$ cat config.mk
export PLATFORM = sky130hd
export DESIGN_NAME = duart_dec
export DESIGN_NICKNAME = d
export VERILOG_FILES = /design/src/hw/duart_pkg.sv /design/src/hw/duart_sync.sv /design/src/hw/duart_chan_store.sv /design/src/hw/duart_dec.sv
export VERILOG_INCLUDE_DIRS = /design/src /design/src/hw
export SDC_FILE = /design/constraint.sdc
export NUM_CORES = 1
export LEC_CHECK = 0
export ABC_AREA = 1
export BUFFER_PORTS_ARGS = -buffer_cell sky130_fd_sc_hd__clkbuf_2
export CORE_AREA = 2 2 93 163
export CTS_CLUSTER_DIAMETER = 120
export DETAILED_ROUTE_END_ITERATION = 8
export DIE_AREA = 0 0 95 165
export PLACE_DENSITY = 0.84
export SETUP_SLACK_MARGIN = 0.2
export SKIP_LAST_GASP = 1
export SLEW_MARGIN = 20
export SYNTH_ARGS = -nofsm -noshare
export SYNTH_HDL_FRONTEND = slang
export SYNTH_SLANG_ARGS = --single-unit
$ cat constraint.sdc
create_clock -name clk -period 10.15 [get_ports clk]
set_clock_uncertainty 0.2 [all_clocks]
set_input_delay 2.03 -clock clk [delete_from_list [all_inputs] [get_ports clk]]
set_output_delay 2.03 -clock clk [all_outputs]
set_load 0.02 [all_outputs]
$ cat src/hw/duart_map.svh
// Register locations, field positions and reset values for the channel register decode
`ifndef DUART_MAP_SVH
`define DUART_MAP_SVH
`define DUART_LOC_DATA 3'h0
`define DUART_LOC_IER 3'h1
`define DUART_LOC_ISR 3'h2
`define DUART_LOC_LCR 3'h3
`define DUART_LOC_MCR 3'h4
`define DUART_LOC_LSR 3'h5
`define DUART_LOC_MSR 3'h6
`define DUART_LOC_SPR 3'h7
`define DUART_DIV_EN_BIT 7
`define DUART_IER_MSB 3
`define DUART_MCR_MSB 4
`define DUART_RST_DIV 16'h0000
`define DUART_RST_IER 4'h0
`define DUART_RST_LCR 8'h00
`define DUART_RST_MCR 5'h00
`define DUART_RST_SPR 8'h00
`define DUART_RST_TX 8'h00
`define DUART_RST_FCR 8'h00
`define DUART_READ_ZERO 8'h00
`define DUART_SYNC_W 15
`define DUART_SYNC_RST 15'h0f00
`endif

$ cat src/hw/duart_pkg.sv
// Types shared by the channel register decode
package duart_pkg;
  typedef enum logic [3:0] {
    SL_RX = 4'h0, SL_TX = 4'h1, SL_DLO = 4'h2, SL_DHI = 4'h3,
    SL_IER = 4'h4, SL_ISR = 4'h5, SL_FCR = 4'h6, SL_LCR = 4'h7,
    SL_MCR = 4'h8, SL_LSR = 4'h9, SL_MSR = 4'ha, SL_SPR = 4'hb,
    SL_NONE = 4'hf
  } duart_slot_t;
  typedef enum logic [1:0] {
    BUS_IDLE = 2'h0, BUS_RD = 2'h1, BUS_WR = 2'h2
  } duart_bus_st_t;
  typedef struct packed {
    logic [15:0] divisor;
    logic [7:0] interrupt_enable;
    logic [7:0] line_control;
    logic [7:0] modem_control;
    logic [7:0] scratch_pad;
    logic [7:0] tx;
    logic tx_load;
    logic [7:0] fifo_control;
    logic fcr_load;
  } duart_ctrl_t;
  typedef struct packed {
    logic [7:0] rx;
    logic [7:0] interrupt_status;
    logic [7:0] line_status;
    logic [7:0] modem_status;
  } duart_stat_t;
  typedef struct packed {
    logic rx_read;
    logic isr_read;
    logic lsr_read;
    logic msr_read;
  } duart_evt_t;
  typedef struct packed {
    logic chan;
    logic [2:0] addr;
    logic [7:0] wdata;
  } duart_acc_t;
endpackage

$ cat src/hw/duart_sync.sv
// Two-stage synchroniser for the host bus pins
`timescale 1ns/10ps
`default_nettype none
module duart_sync #(
  parameter int WIDTH = 1,
  parameter logic [WIDTH-1:0] RST_VAL = '0
) (
  input wire logic clk,
  input wire logic rst,
  input wire logic [WIDTH-1:0] din,
  output logic [WIDTH-1:0] dout
);
  logic [WIDTH-1:0] meta_q;
  logic [WIDTH-1:0] sync_q;

  always_ff @(posedge clk or posedge rst) begin
    if (rst) begin
      meta_q <= RST_VAL;
      sync_q <= RST_VAL;
    end else begin
      meta_q <= din;
      sync_q <= meta_q;
    end
  end

  assign dout = sync_q;
endmodule // duart_sync
`default_nettype wire

$ cat src/hw/duart_chan_store.sv
// Register storage of one serial channel
`timescale 1ns/10ps
`default_nettype none
`include "duart_map.svh"
module duart_chan_store (
  input wire logic clk,
  input wire logic rst,
  input wire logic wr_en,
  input wire duart_pkg::duart_slot_t slot,
  input wire logic [7:0] wdata,
  output var duart_pkg::duart_ctrl_t ctrl
);
  logic [15:0] div_q;
  logic [`DUART_IER_MSB:0] ier_q;
  logic [7:0] lcr_q;
  logic [`DUART_MCR_MSB:0] mcr_q;
  logic [7:0] spr_q;
  logic [7:0] tx_q;
  logic tx_ld_q;
  logic [7:0] fcr_q;
  logic fcr_ld_q;

  always_ff @(posedge clk or posedge rst) begin
    if (rst) begin
      div_q <= `DUART_RST_DIV;
    end else if (wr_en && slot == duart_pkg::SL_DLO) begin
      div_q[7:0] <= wdata;
    end else if (wr_en && slot == duart_pkg::SL_DHI) begin
      div_q[15:8] <= wdata;
    end
  end

  always_ff @(posedge clk or posedge rst) begin
    if (rst) begin
      ier_q <= `DUART_RST_IER;
    end else if (wr_en && slot == duart_pkg::SL_IER) begin
      ier_q <= wdata[`DUART_IER_MSB:0];
    end
  end

  always_ff @(posedge clk or posedge rst) begin
    if (rst) begin
      lcr_q <= `DUART_RST_LCR;
    end else if (wr_en && slot == duart_pkg::SL_LCR) begin
      lcr_q <= wdata;
    end
  end

  always_ff @(posedge clk or posedge rst) begin
    if (rst) begin
      mcr_q <= `DUART_RST_MCR;
    end else if (wr_en && slot == duart_pkg::SL_MCR) begin
      mcr_q <= wdata[`DUART_MCR_MSB:0];
    end
  end

  always_ff @(posedge clk or posedge rst) begin
    if (rst) begin
      spr_q <= `DUART_RST_SPR;
    end else if (wr_en && slot == duart_pkg::SL_SPR) begin
      spr_q <= wdata;
    end
  end

  // Transmit byte and fifo control carry a one-cycle load pulse
  always_ff @(posedge clk or posedge rst) begin
    if (rst) begin
      tx_q <= `DUART_RST_TX;
      tx_ld_q <= 1'b0;
    end else begin
      tx_ld_q <= wr_en && slot == duart_pkg::SL_TX;
      if (wr_en && slot == duart_pkg::SL_TX) begin
        tx_q <= wdata;
      end
    end
  end

  always_ff @(posedge clk or posedge rst) begin
    if (rst) begin
      fcr_q <= `DUART_RST_FCR;
      fcr_ld_q <= 1'b0;
    end else begin
      fcr_ld_q <= wr_en && slot == duart_pkg::SL_FCR;
      if (wr_en && slot == duart_pkg::SL_FCR) begin
        fcr_q <= wdata;
      end
    end
  end

  always_comb begin
    ctrl = '0;
    ctrl.divisor = div_q;
    ctrl.interrupt_enable = {4'h0, ier_q};
    ctrl.line_control = lcr_q;
    ctrl.modem_control = {3'h0, mcr_q};
    ctrl.scratch_pad = spr_q;
    ctrl.tx = tx_q;
    ctrl.tx_load = tx_ld_q;
    ctrl.fifo_control = fcr_q;
    ctrl.fcr_load = fcr_ld_q;
  end
endmodule // duart_chan_store
`default_nettype wire

$ cat src/hw/duart_dec.sv
// Host bus decode for the two serial channel register sets
`timescale 1ns/10ps
`default_nettype none
`include "duart_map.svh"
module duart_dec (
  input wire logic clk,
  input wire logic rst,
  input wire logic [2:0] addr,
  input wire logic channel_a_select_n,
  input wire logic channel_b_select_n,
  input wire logic read_n,
  input wire logic write_n,
  input wire logic [7:0] data_in,
  output logic [7:0] data_out,
  output logic data_oe_n,
  input wire duart_pkg::duart_stat_t stat_a,
  input wire duart_pkg::duart_stat_t stat_b,
  output var duart_pkg::duart_ctrl_t ctrl_a,
  output var duart_pkg::duart_ctrl_t ctrl_b,
  output var duart_pkg::duart_evt_t evt_a,
  output var duart_pkg::duart_evt_t evt_b
);
  logic [`DUART_SYNC_W-1:0] raw_w;
  logic [`DUART_SYNC_W-1:0] sync_w;
  logic [2:0] s_addr;
  logic s_csb_n;
  logic s_csa_n;
  logic s_rd_n;
  logic s_wr_n;
  logic [7:0] s_data;
  logic s_hit;
  logic s_chan;
  duart_pkg::duart_bus_st_t st_q;
  duart_pkg::duart_bus_st_t st_d;
  duart_pkg::duart_acc_t acc_q;
  logic [7:0] rdata_q;
  logic oe_n_q;
  logic wr_commit;
  logic rd_done;
  duart_pkg::duart_slot_t rd_slot_w;
  duart_pkg::duart_slot_t wr_slot_w;
  duart_pkg::duart_slot_t ev_slot_w;
  duart_pkg::duart_ctrl_t ctrl_w [2];
  duart_pkg::duart_stat_t stat_w [2];
  duart_pkg::duart_evt_t evt_q [2];
  logic div_en_w [2];

  // Location to register slot, steered by the divisor enable bit
  function automatic duart_pkg::duart_slot_t slot_of(
    input logic [2:0] loc,
    input logic div_en,
    input logic is_wr
  );
    duart_pkg::duart_slot_t s;
    s = duart_pkg::SL_NONE;
    case (loc)
      `DUART_LOC_DATA: begin
        if (div_en) begin
          s = duart_pkg::SL_DLO;
        end else begin
          s = is_wr ? duart_pkg::SL_TX : duart_pkg::SL_RX;
        end
      end
      `DUART_LOC_IER: begin
        s = div_en ? duart_pkg::SL_DHI : duart_pkg::SL_IER;
      end
      `DUART_LOC_ISR: begin
        s = is_wr ? duart_pkg::SL_FCR : duart_pkg::SL_ISR;
      end
      `DUART_LOC_LCR: begin
        s = duart_pkg::SL_LCR;
      end
      `DUART_LOC_MCR: begin
        s = duart_pkg::SL_MCR;
      end
      `DUART_LOC_LSR: begin
        s = is_wr ? duart_pkg::SL_NONE : duart_pkg::SL_LSR;
      end
      `DUART_LOC_MSR: begin
        s = is_wr ? duart_pkg::SL_NONE : duart_pkg::SL_MSR;
      end
      `DUART_LOC_SPR: begin
        s = duart_pkg::SL_SPR;
      end
      default: begin
        s = duart_pkg::SL_NONE;
      end
    endcase
    return s;
  endfunction

  function automatic logic [7:0] read_val(
    input duart_pkg::duart_slot_t s,
    input duart_pkg::duart_ctrl_t c,
    input duart_pkg::duart_stat_t t
  );
    logic [7:0] v;
    v = `DUART_READ_ZERO;
    case (s)
      duart_pkg::SL_RX: v = t.rx;
      duart_pkg::SL_DLO: v = c.divisor[7:0];
      duart_pkg::SL_DHI: v = c.divisor[15:8];
      duart_pkg::SL_IER: v = c.interrupt_enable;
      duart_pkg::SL_ISR: v = t.interrupt_status;
      duart_pkg::SL_LCR: v = c.line_control;
      duart_pkg::SL_MCR: v = c.modem_control;
      duart_pkg::SL_LSR: v = t.line_status;
      duart_pkg::SL_MSR: v = t.modem_status;
      duart_pkg::SL_SPR: v = c.scratch_pad;
      default: v = `DUART_READ_ZERO;
    endcase
    return v;
  endfunction

  // All host pins cross into the clock domain together
  assign raw_w = {addr, channel_b_select_n, channel_a_select_n, read_n, write_n, data_in};

  duart_sync #(
    .WIDTH(`DUART_SYNC_W),
    .RST_VAL(`DUART_SYNC_RST)
  ) u_sync (
    .clk(clk),
    .rst(rst),
    .din(raw_w),
    .dout(sync_w)
  );

  assign s_addr = sync_w[14:12];
  assign s_csb_n = sync_w[11];
  assign s_csa_n = sync_w[10];
  assign s_rd_n = sync_w[9];
  assign s_wr_n = sync_w[8];
  assign s_data = sync_w[7:0];
  // Exactly one select low; both low is no access
  assign s_hit = s_csa_n ^ s_csb_n;
  assign s_chan = s_csa_n;

  assign stat_w[0] = stat_a;
  assign stat_w[1] = stat_b;
  assign ctrl_a = ctrl_w[0];
  assign ctrl_b = ctrl_w[1];
  assign evt_a = evt_q[0];
  assign evt_b = evt_q[1];

  always_comb begin
    st_d = st_q;
    case (st_q)
      duart_pkg::BUS_IDLE: begin
        if (s_hit && !s_rd_n && s_wr_n) begin
          st_d = duart_pkg::BUS_RD;
        end else if (s_hit && !s_wr_n && s_rd_n) begin
          st_d = duart_pkg::BUS_WR;
        end
      end
      duart_pkg::BUS_RD: begin
        if (s_rd_n) begin
          st_d = duart_pkg::BUS_IDLE;
        end
      end
      duart_pkg::BUS_WR: begin
        if (s_wr_n) begin
          st_d = duart_pkg::BUS_IDLE;
        end
      end
      default: begin
        st_d = duart_pkg::BUS_IDLE;
      end
    endcase
  end

  always_ff @(posedge clk or posedge rst) begin
    if (rst) begin
      st_q <= duart_pkg::BUS_IDLE;
    end else begin
      st_q <= st_d;
    end
  end

  // Access captured while the strobe is low, used at release
  always_ff @(posedge clk or posedge rst) begin
    if (rst) begin
      acc_q <= '0;
    end else if (st_d != duart_pkg::BUS_IDLE && s_hit && !(s_rd_n && s_wr_n)) begin
      acc_q.chan <= s_chan;
      acc_q.addr <= s_addr;
      acc_q.wdata <= s_data;
    end
  end

  generate
    for (genvar g = 0; g < 2; g++) begin : g_div
      assign div_en_w[g] = ctrl_w[g].line_control[`DUART_DIV_EN_BIT];
    end
  endgenerate

  assign rd_slot_w = slot_of(s_addr, div_en_w[s_chan], 1'b0);
  assign wr_slot_w = slot_of(acc_q.addr, div_en_w[acc_q.chan], 1'b1);
  assign ev_slot_w = slot_of(acc_q.addr, div_en_w[acc_q.chan], 1'b0);
  assign wr_commit = st_q == duart_pkg::BUS_WR && s_wr_n;
  assign rd_done = st_q == duart_pkg::BUS_RD && s_rd_n;

  always_ff @(posedge clk or posedge rst) begin
    if (rst) begin
      rdata_q <= `DUART_READ_ZERO;
    end else if (st_d == duart_pkg::BUS_RD && s_hit) begin
      rdata_q <= read_val(rd_slot_w, ctrl_w[s_chan], stat_w[s_chan]);
    end
  end

  always_ff @(posedge clk or posedge rst) begin
    if (rst) begin
      oe_n_q <= 1'b1;
    end else begin
      oe_n_q <= st_d != duart_pkg::BUS_RD;
    end
  end

  assign data_out = rdata_q;
  assign data_oe_n = oe_n_q;

  generate
    for (genvar g = 0; g < 2; g++) begin : g_chan
      logic sel_w;
      assign sel_w = acc_q.chan == 1'(g);

      duart_chan_store u_store (
        .clk(clk),
        .rst(rst),
        .wr_en(wr_commit && sel_w),
        .slot(wr_slot_w),
        .wdata(acc_q.wdata),
        .ctrl(ctrl_w[g])
      );

      // Read side effects go to the rest of the channel
      always_ff @(posedge clk or posedge rst) begin
        if (rst) begin
          evt_q[g] <= '0;
        end else begin
          evt_q[g].rx_read <= rd_done && sel_w && ev_slot_w == duart_pkg::SL_RX;
          evt_q[g].isr_read <= rd_done && sel_w && ev_slot_w == duart_pkg::SL_ISR;
          evt_q[g].lsr_read <= rd_done && sel_w && ev_slot_w == duart_pkg::SL_LSR;
          evt_q[g].msr_read <= rd_done && sel_w && ev_slot_w == duart_pkg::SL_MSR;
        end
      end
    end
  endgenerate
endmodule // duart_dec
`default_nettype wire

==> impl_summary.log <==
[metrics] io pins: 230
[metrics] classification of the worst setup path: input port to asynchronous set/reset pin
[metrics] number of hold buffers added after CTS: 0
[metrics] post-route setup TNS: 0 ps
[metrics] cell at the root of the clock tree: clkbuf_16
[metrics] post-CTS setup buffers: 0
[metrics] initial core utilization: 55.28%
[metrics] number of hold violations in the final report: 0
[metrics] signed area change from the synthesized netlist to the final layout: 20.49%
[metrics] Highest Clock Rate: 283.6 MHz
[metrics] number of buffers inserted during clock tree synthesis: 17
[metrics] Clock Pin Slew Worst Setup and Hold Paths: 70 ps
[metrics] top area cells in the synthesized netlist: dfrtp_1 (54%), nand2_1 (23%), o21ai_0 (7.3%)
[metrics] unrepaired setup endpoints after global routing: no
[metrics] data arrival time of the critical path: 3740 ps
[metrics] Overflow after GRT: 0
[metrics] # Max-Cap Violations: 0
[metrics] total length of routed met2 wires: 11,920 um
[metrics] maximum resistive drop on vdd: 156.0 uV
[metrics] Synth Warn #: 0
[metrics] remaining design rule violation count: 0
[metrics] vias: 7,356
[metrics] cell area after synthesis: 7903 um2
[metrics] All-Layer GR Usage: 29.50%
[metrics] Post-Route WL: 22,960 um
[metrics] insertion delay of the later-clocked pin in the worst-skew pair: 430 ps
[metrics] TritonCTS clock tree: done
[metrics] placed wire-length estimate after detailed placement: 16,380 um
[metrics] library cells used by synthesis: 20
[metrics] worst slack, placed: 6106 ps
[metrics] count of standard-cell rows: 58
[metrics] final non-filler cell total: 1,370
[metrics] count of H-tree levels built during CTS: 4
[metrics] placeable core region: 14,300 um2
[metrics] remaining max-slew budget at the tightest pin: 35.03%
[metrics] initial antenna violation count: 0
[metrics] quantity of I/O buffers inserted on ports: 215
[metrics] fraction of post-synthesis cell area in the top cell type by area: 53.83%
[metrics] Sequential Area: 4491 um2
[metrics] initial drt markers: 688
[metrics] class of the worst hold path: flop to flop
[metrics] Met3 Wirelength: 1632 um
[metrics] Setup Viol. Count Final: 0
[metrics] Seq/Total Area, Yosys: 56.82%
[metrics] worst r2r dst: acc_q[5]
[metrics] worst-path cell chain: clkbuf_2 -> inv_6 -> buf_4
[metrics] mean post-synth cell area: 7.999 um2
[metrics] largest net degree at the start of global routing: 99
[metrics] cell count after placement: 1,338
[metrics] sink count of the clock tree: 179
[metrics] TritonRoute pass-1 iters: 5
[metrics] ANT nets after route: 0
[metrics] area of the multi-input gates: 2968 um2
[metrics] slew of the pin with the lowest slew margin: 974.5 ps
[metrics] Setup crit start: rst
[metrics] uppermost metal layer occupied by signal nets: met4
[metrics] highest net fanout along the worst path: 98
[metrics] die boundary width: 95 um
[metrics] Max stage delay cell, worst path: buf_4
[metrics] crit end category: asynchronous set/reset pin
[metrics] routability congestion estimate: 0.9681
[metrics] die outline area: 15,680 um2
[metrics] Final #Nets: 1,258
[metrics] die height: 165 um
[metrics] routed wire length per instance: 16.76 um
[metrics] share of layout cells above drive strength 1: 22.18%
[metrics] r2r worst-path depth: 12
[metrics] number of inserted filler cells in the final layout: 1,187
[metrics] number of buffers between clock root and the deepest sink: 2
[metrics] number of register bits inferred by synthesis: 179
[metrics] areal power density over the cells: 219.6 nW/um2
[metrics] largest stage delay on the critical path: 900 ps
[metrics] post-route fraction of the period consumed by the critical path: 34.74%
[metrics] post-cts resize count: 0
[metrics] Final Max Slew Viols: 0
[metrics] outcome: finished, final reports clean
[metrics] wire length on met1: 7874 um
[metrics] static power due to leakage: 5.315 nW
[metrics] internal reg-to-reg setup slack: 6680 ps
[metrics] Antenna Diode Count: 0
[metrics] Data required, critical path: 10,360 ps
[metrics] final critical path time including I/O delays and setup: 3527 ps
[metrics] reg2reg start: u_sync.dout[10]
[metrics] endpoint of the most critical setup path: evt_a[1]
[metrics] wire length of the first global-routing pass: 34,300 um
[metrics] Synth Instances: 988
[metrics] Synth area leader: dfrtp_1
[metrics] sort of element at the start of the critical path: input port
[metrics] final worst slack: 6623 ps
[metrics] via density per instance: 5.369
[metrics] number of global-route vias before repair: 6,835
==> power breakdown <==
| group | total [mW] | leakage, nW | internal [mW] | switching (mW) |
|---|---|---|---|---|
| Combinational | 0.518 | 2.68 | 0.149 | 0.369 |
| Sequential | 0.936 | 2.36 | 0.833 | 0.103 |
| Clock | 0.637 | 0.274 | 0.346 | 0.291 |
==> logic make-up after synthesis <==
logic type / Yosys count / synth area share, %
AOI/OAI and AO/OA: 122 / 7.885
buffers and inverters: 104 / 6.238
DFF: 179 / 56.82
other: 1 / 0.04745
and+or+nand+nor: 582 / 29.01
==> Yosys cell counts <==
cell type  count
inv_1         43
dfrtp_1      170
a211oi_1       1
conb_1         1
a21oi_1        1
o211ai_1       1
nand3b_1       1
nor3_4         1
nor2_1        38
a21boi_0       3
or2_2          1
nand3_1       56
buf_4         18
clkbuf_1      15
nor3_1         5
nor3_2         2
dfstp_2        9
nand2_1      478
buf_2         28
o21ai_0      116
==> per-layer routing <==
layer | track usage [%] | vias to the layer above
li1 | - | 3462
met1 | 32.31 | 3420
met2 | 50.68 | 379
met3 | 5.748 | 95
met4 | 20.16 | 0
met5 | 0 | -
==> state kept, by name, indices dropped and copies added (netlist names) <==
signal and flops:
g_chan.u_store.lcr_q 16, g_chan.u_store.ier_q 8, data_oe_n 1, g_chan.u_store.div_q 32
evt_b 4, g_chan.u_store.fcr_ld_q 2, u_sync.meta_q 15, g_chan.u_store.tx_ld_q 2
g_chan.u_store.tx_q 16, data_out 8, acc_q 11, g_chan.u_store.spr_q 16
evt_a 4, st_q 2, u_sync.dout 15, g_chan.sel_w 1
g_chan.u_store.mcr_q 10, g_chan.u_store.fcr_q 16
==> area by class of cell <==
| class | count | share of cell area [%] |
|---|---|---|
| timing repair buffer | 218 | 11.54 |
| clock inverter | 14 | 1.511 |
| sequential | 179 | 47.16 |
| clock buffer | 18 | 4.507 |
| multi-input combinational | 718 | 31.17 |
| tap | 180 | 2.365 |
| inverter | 43 | 1.748 |
==> placed cells by master (no fill, tap or decap) <==
cell	count
nand2_1	478
clkbuf_2	215
dfrtp_1	170
o21ai_0	116
nand3_1	56
inv_1	41
nor2_1	38
clkbuf_16	17
conb_1	14
dfstp_2	9
nor3_1	5
inv_6	5
a21boi_0	3
clkinvlp_4	3
inv_8	3
buf_4	3
nor3_2	2
clkinv_4	2
nor3_4	1
inv_2	1
o211ai_1	1
a211oi_1	1
or2_2	1
a21oi_1	1
nand3b_1	1
clkinv_2	1
bufinv_16	1
clkbuf_1	1
==> through the flow <==
step                      instance area (um2)  util [%]  total power [mW]  hold WS, ps
after global routing                     9522     66.60             2.184        154.6
after detailed placement                 8949     62.59             1.456        134.7
after global placement                   8949     62.59             1.440        132.3
final                                    9522     66.60             2.091        147.8
after CTS                                9522     66.60             2.093        150.2
after floorplan                          7951         -             1.243        131.2
==> how the worst min path moves through the flow <==
| stage | cells after the start | start | end | slack [ps] |
|---|---|---|---|---|
| finish | 0 | u_sync.meta_q[0] | u_sync.dout[0] | 150 |
| global route | 0 | u_sync.meta_q[14] | u_sync.dout[14] | 150 |
| CTS | 0 | u_sync.meta_q[13] | u_sync.dout[13] | 150 |
| detailed placement | 0 | u_sync.meta_q[13] | u_sync.dout[13] | 130 |
| global placement | 0 | u_sync.meta_q[4] | u_sync.dout[4] | 130 |
| floorplan | 0 | u_sync.meta_q[0] | u_sync.dout[0] | 130 |
==> critical path: cells and delay by family <==
kind / cells / cell delay [ps]
buffers and inverters: 3 / 1600
Power figures use the tool's default switching activity.
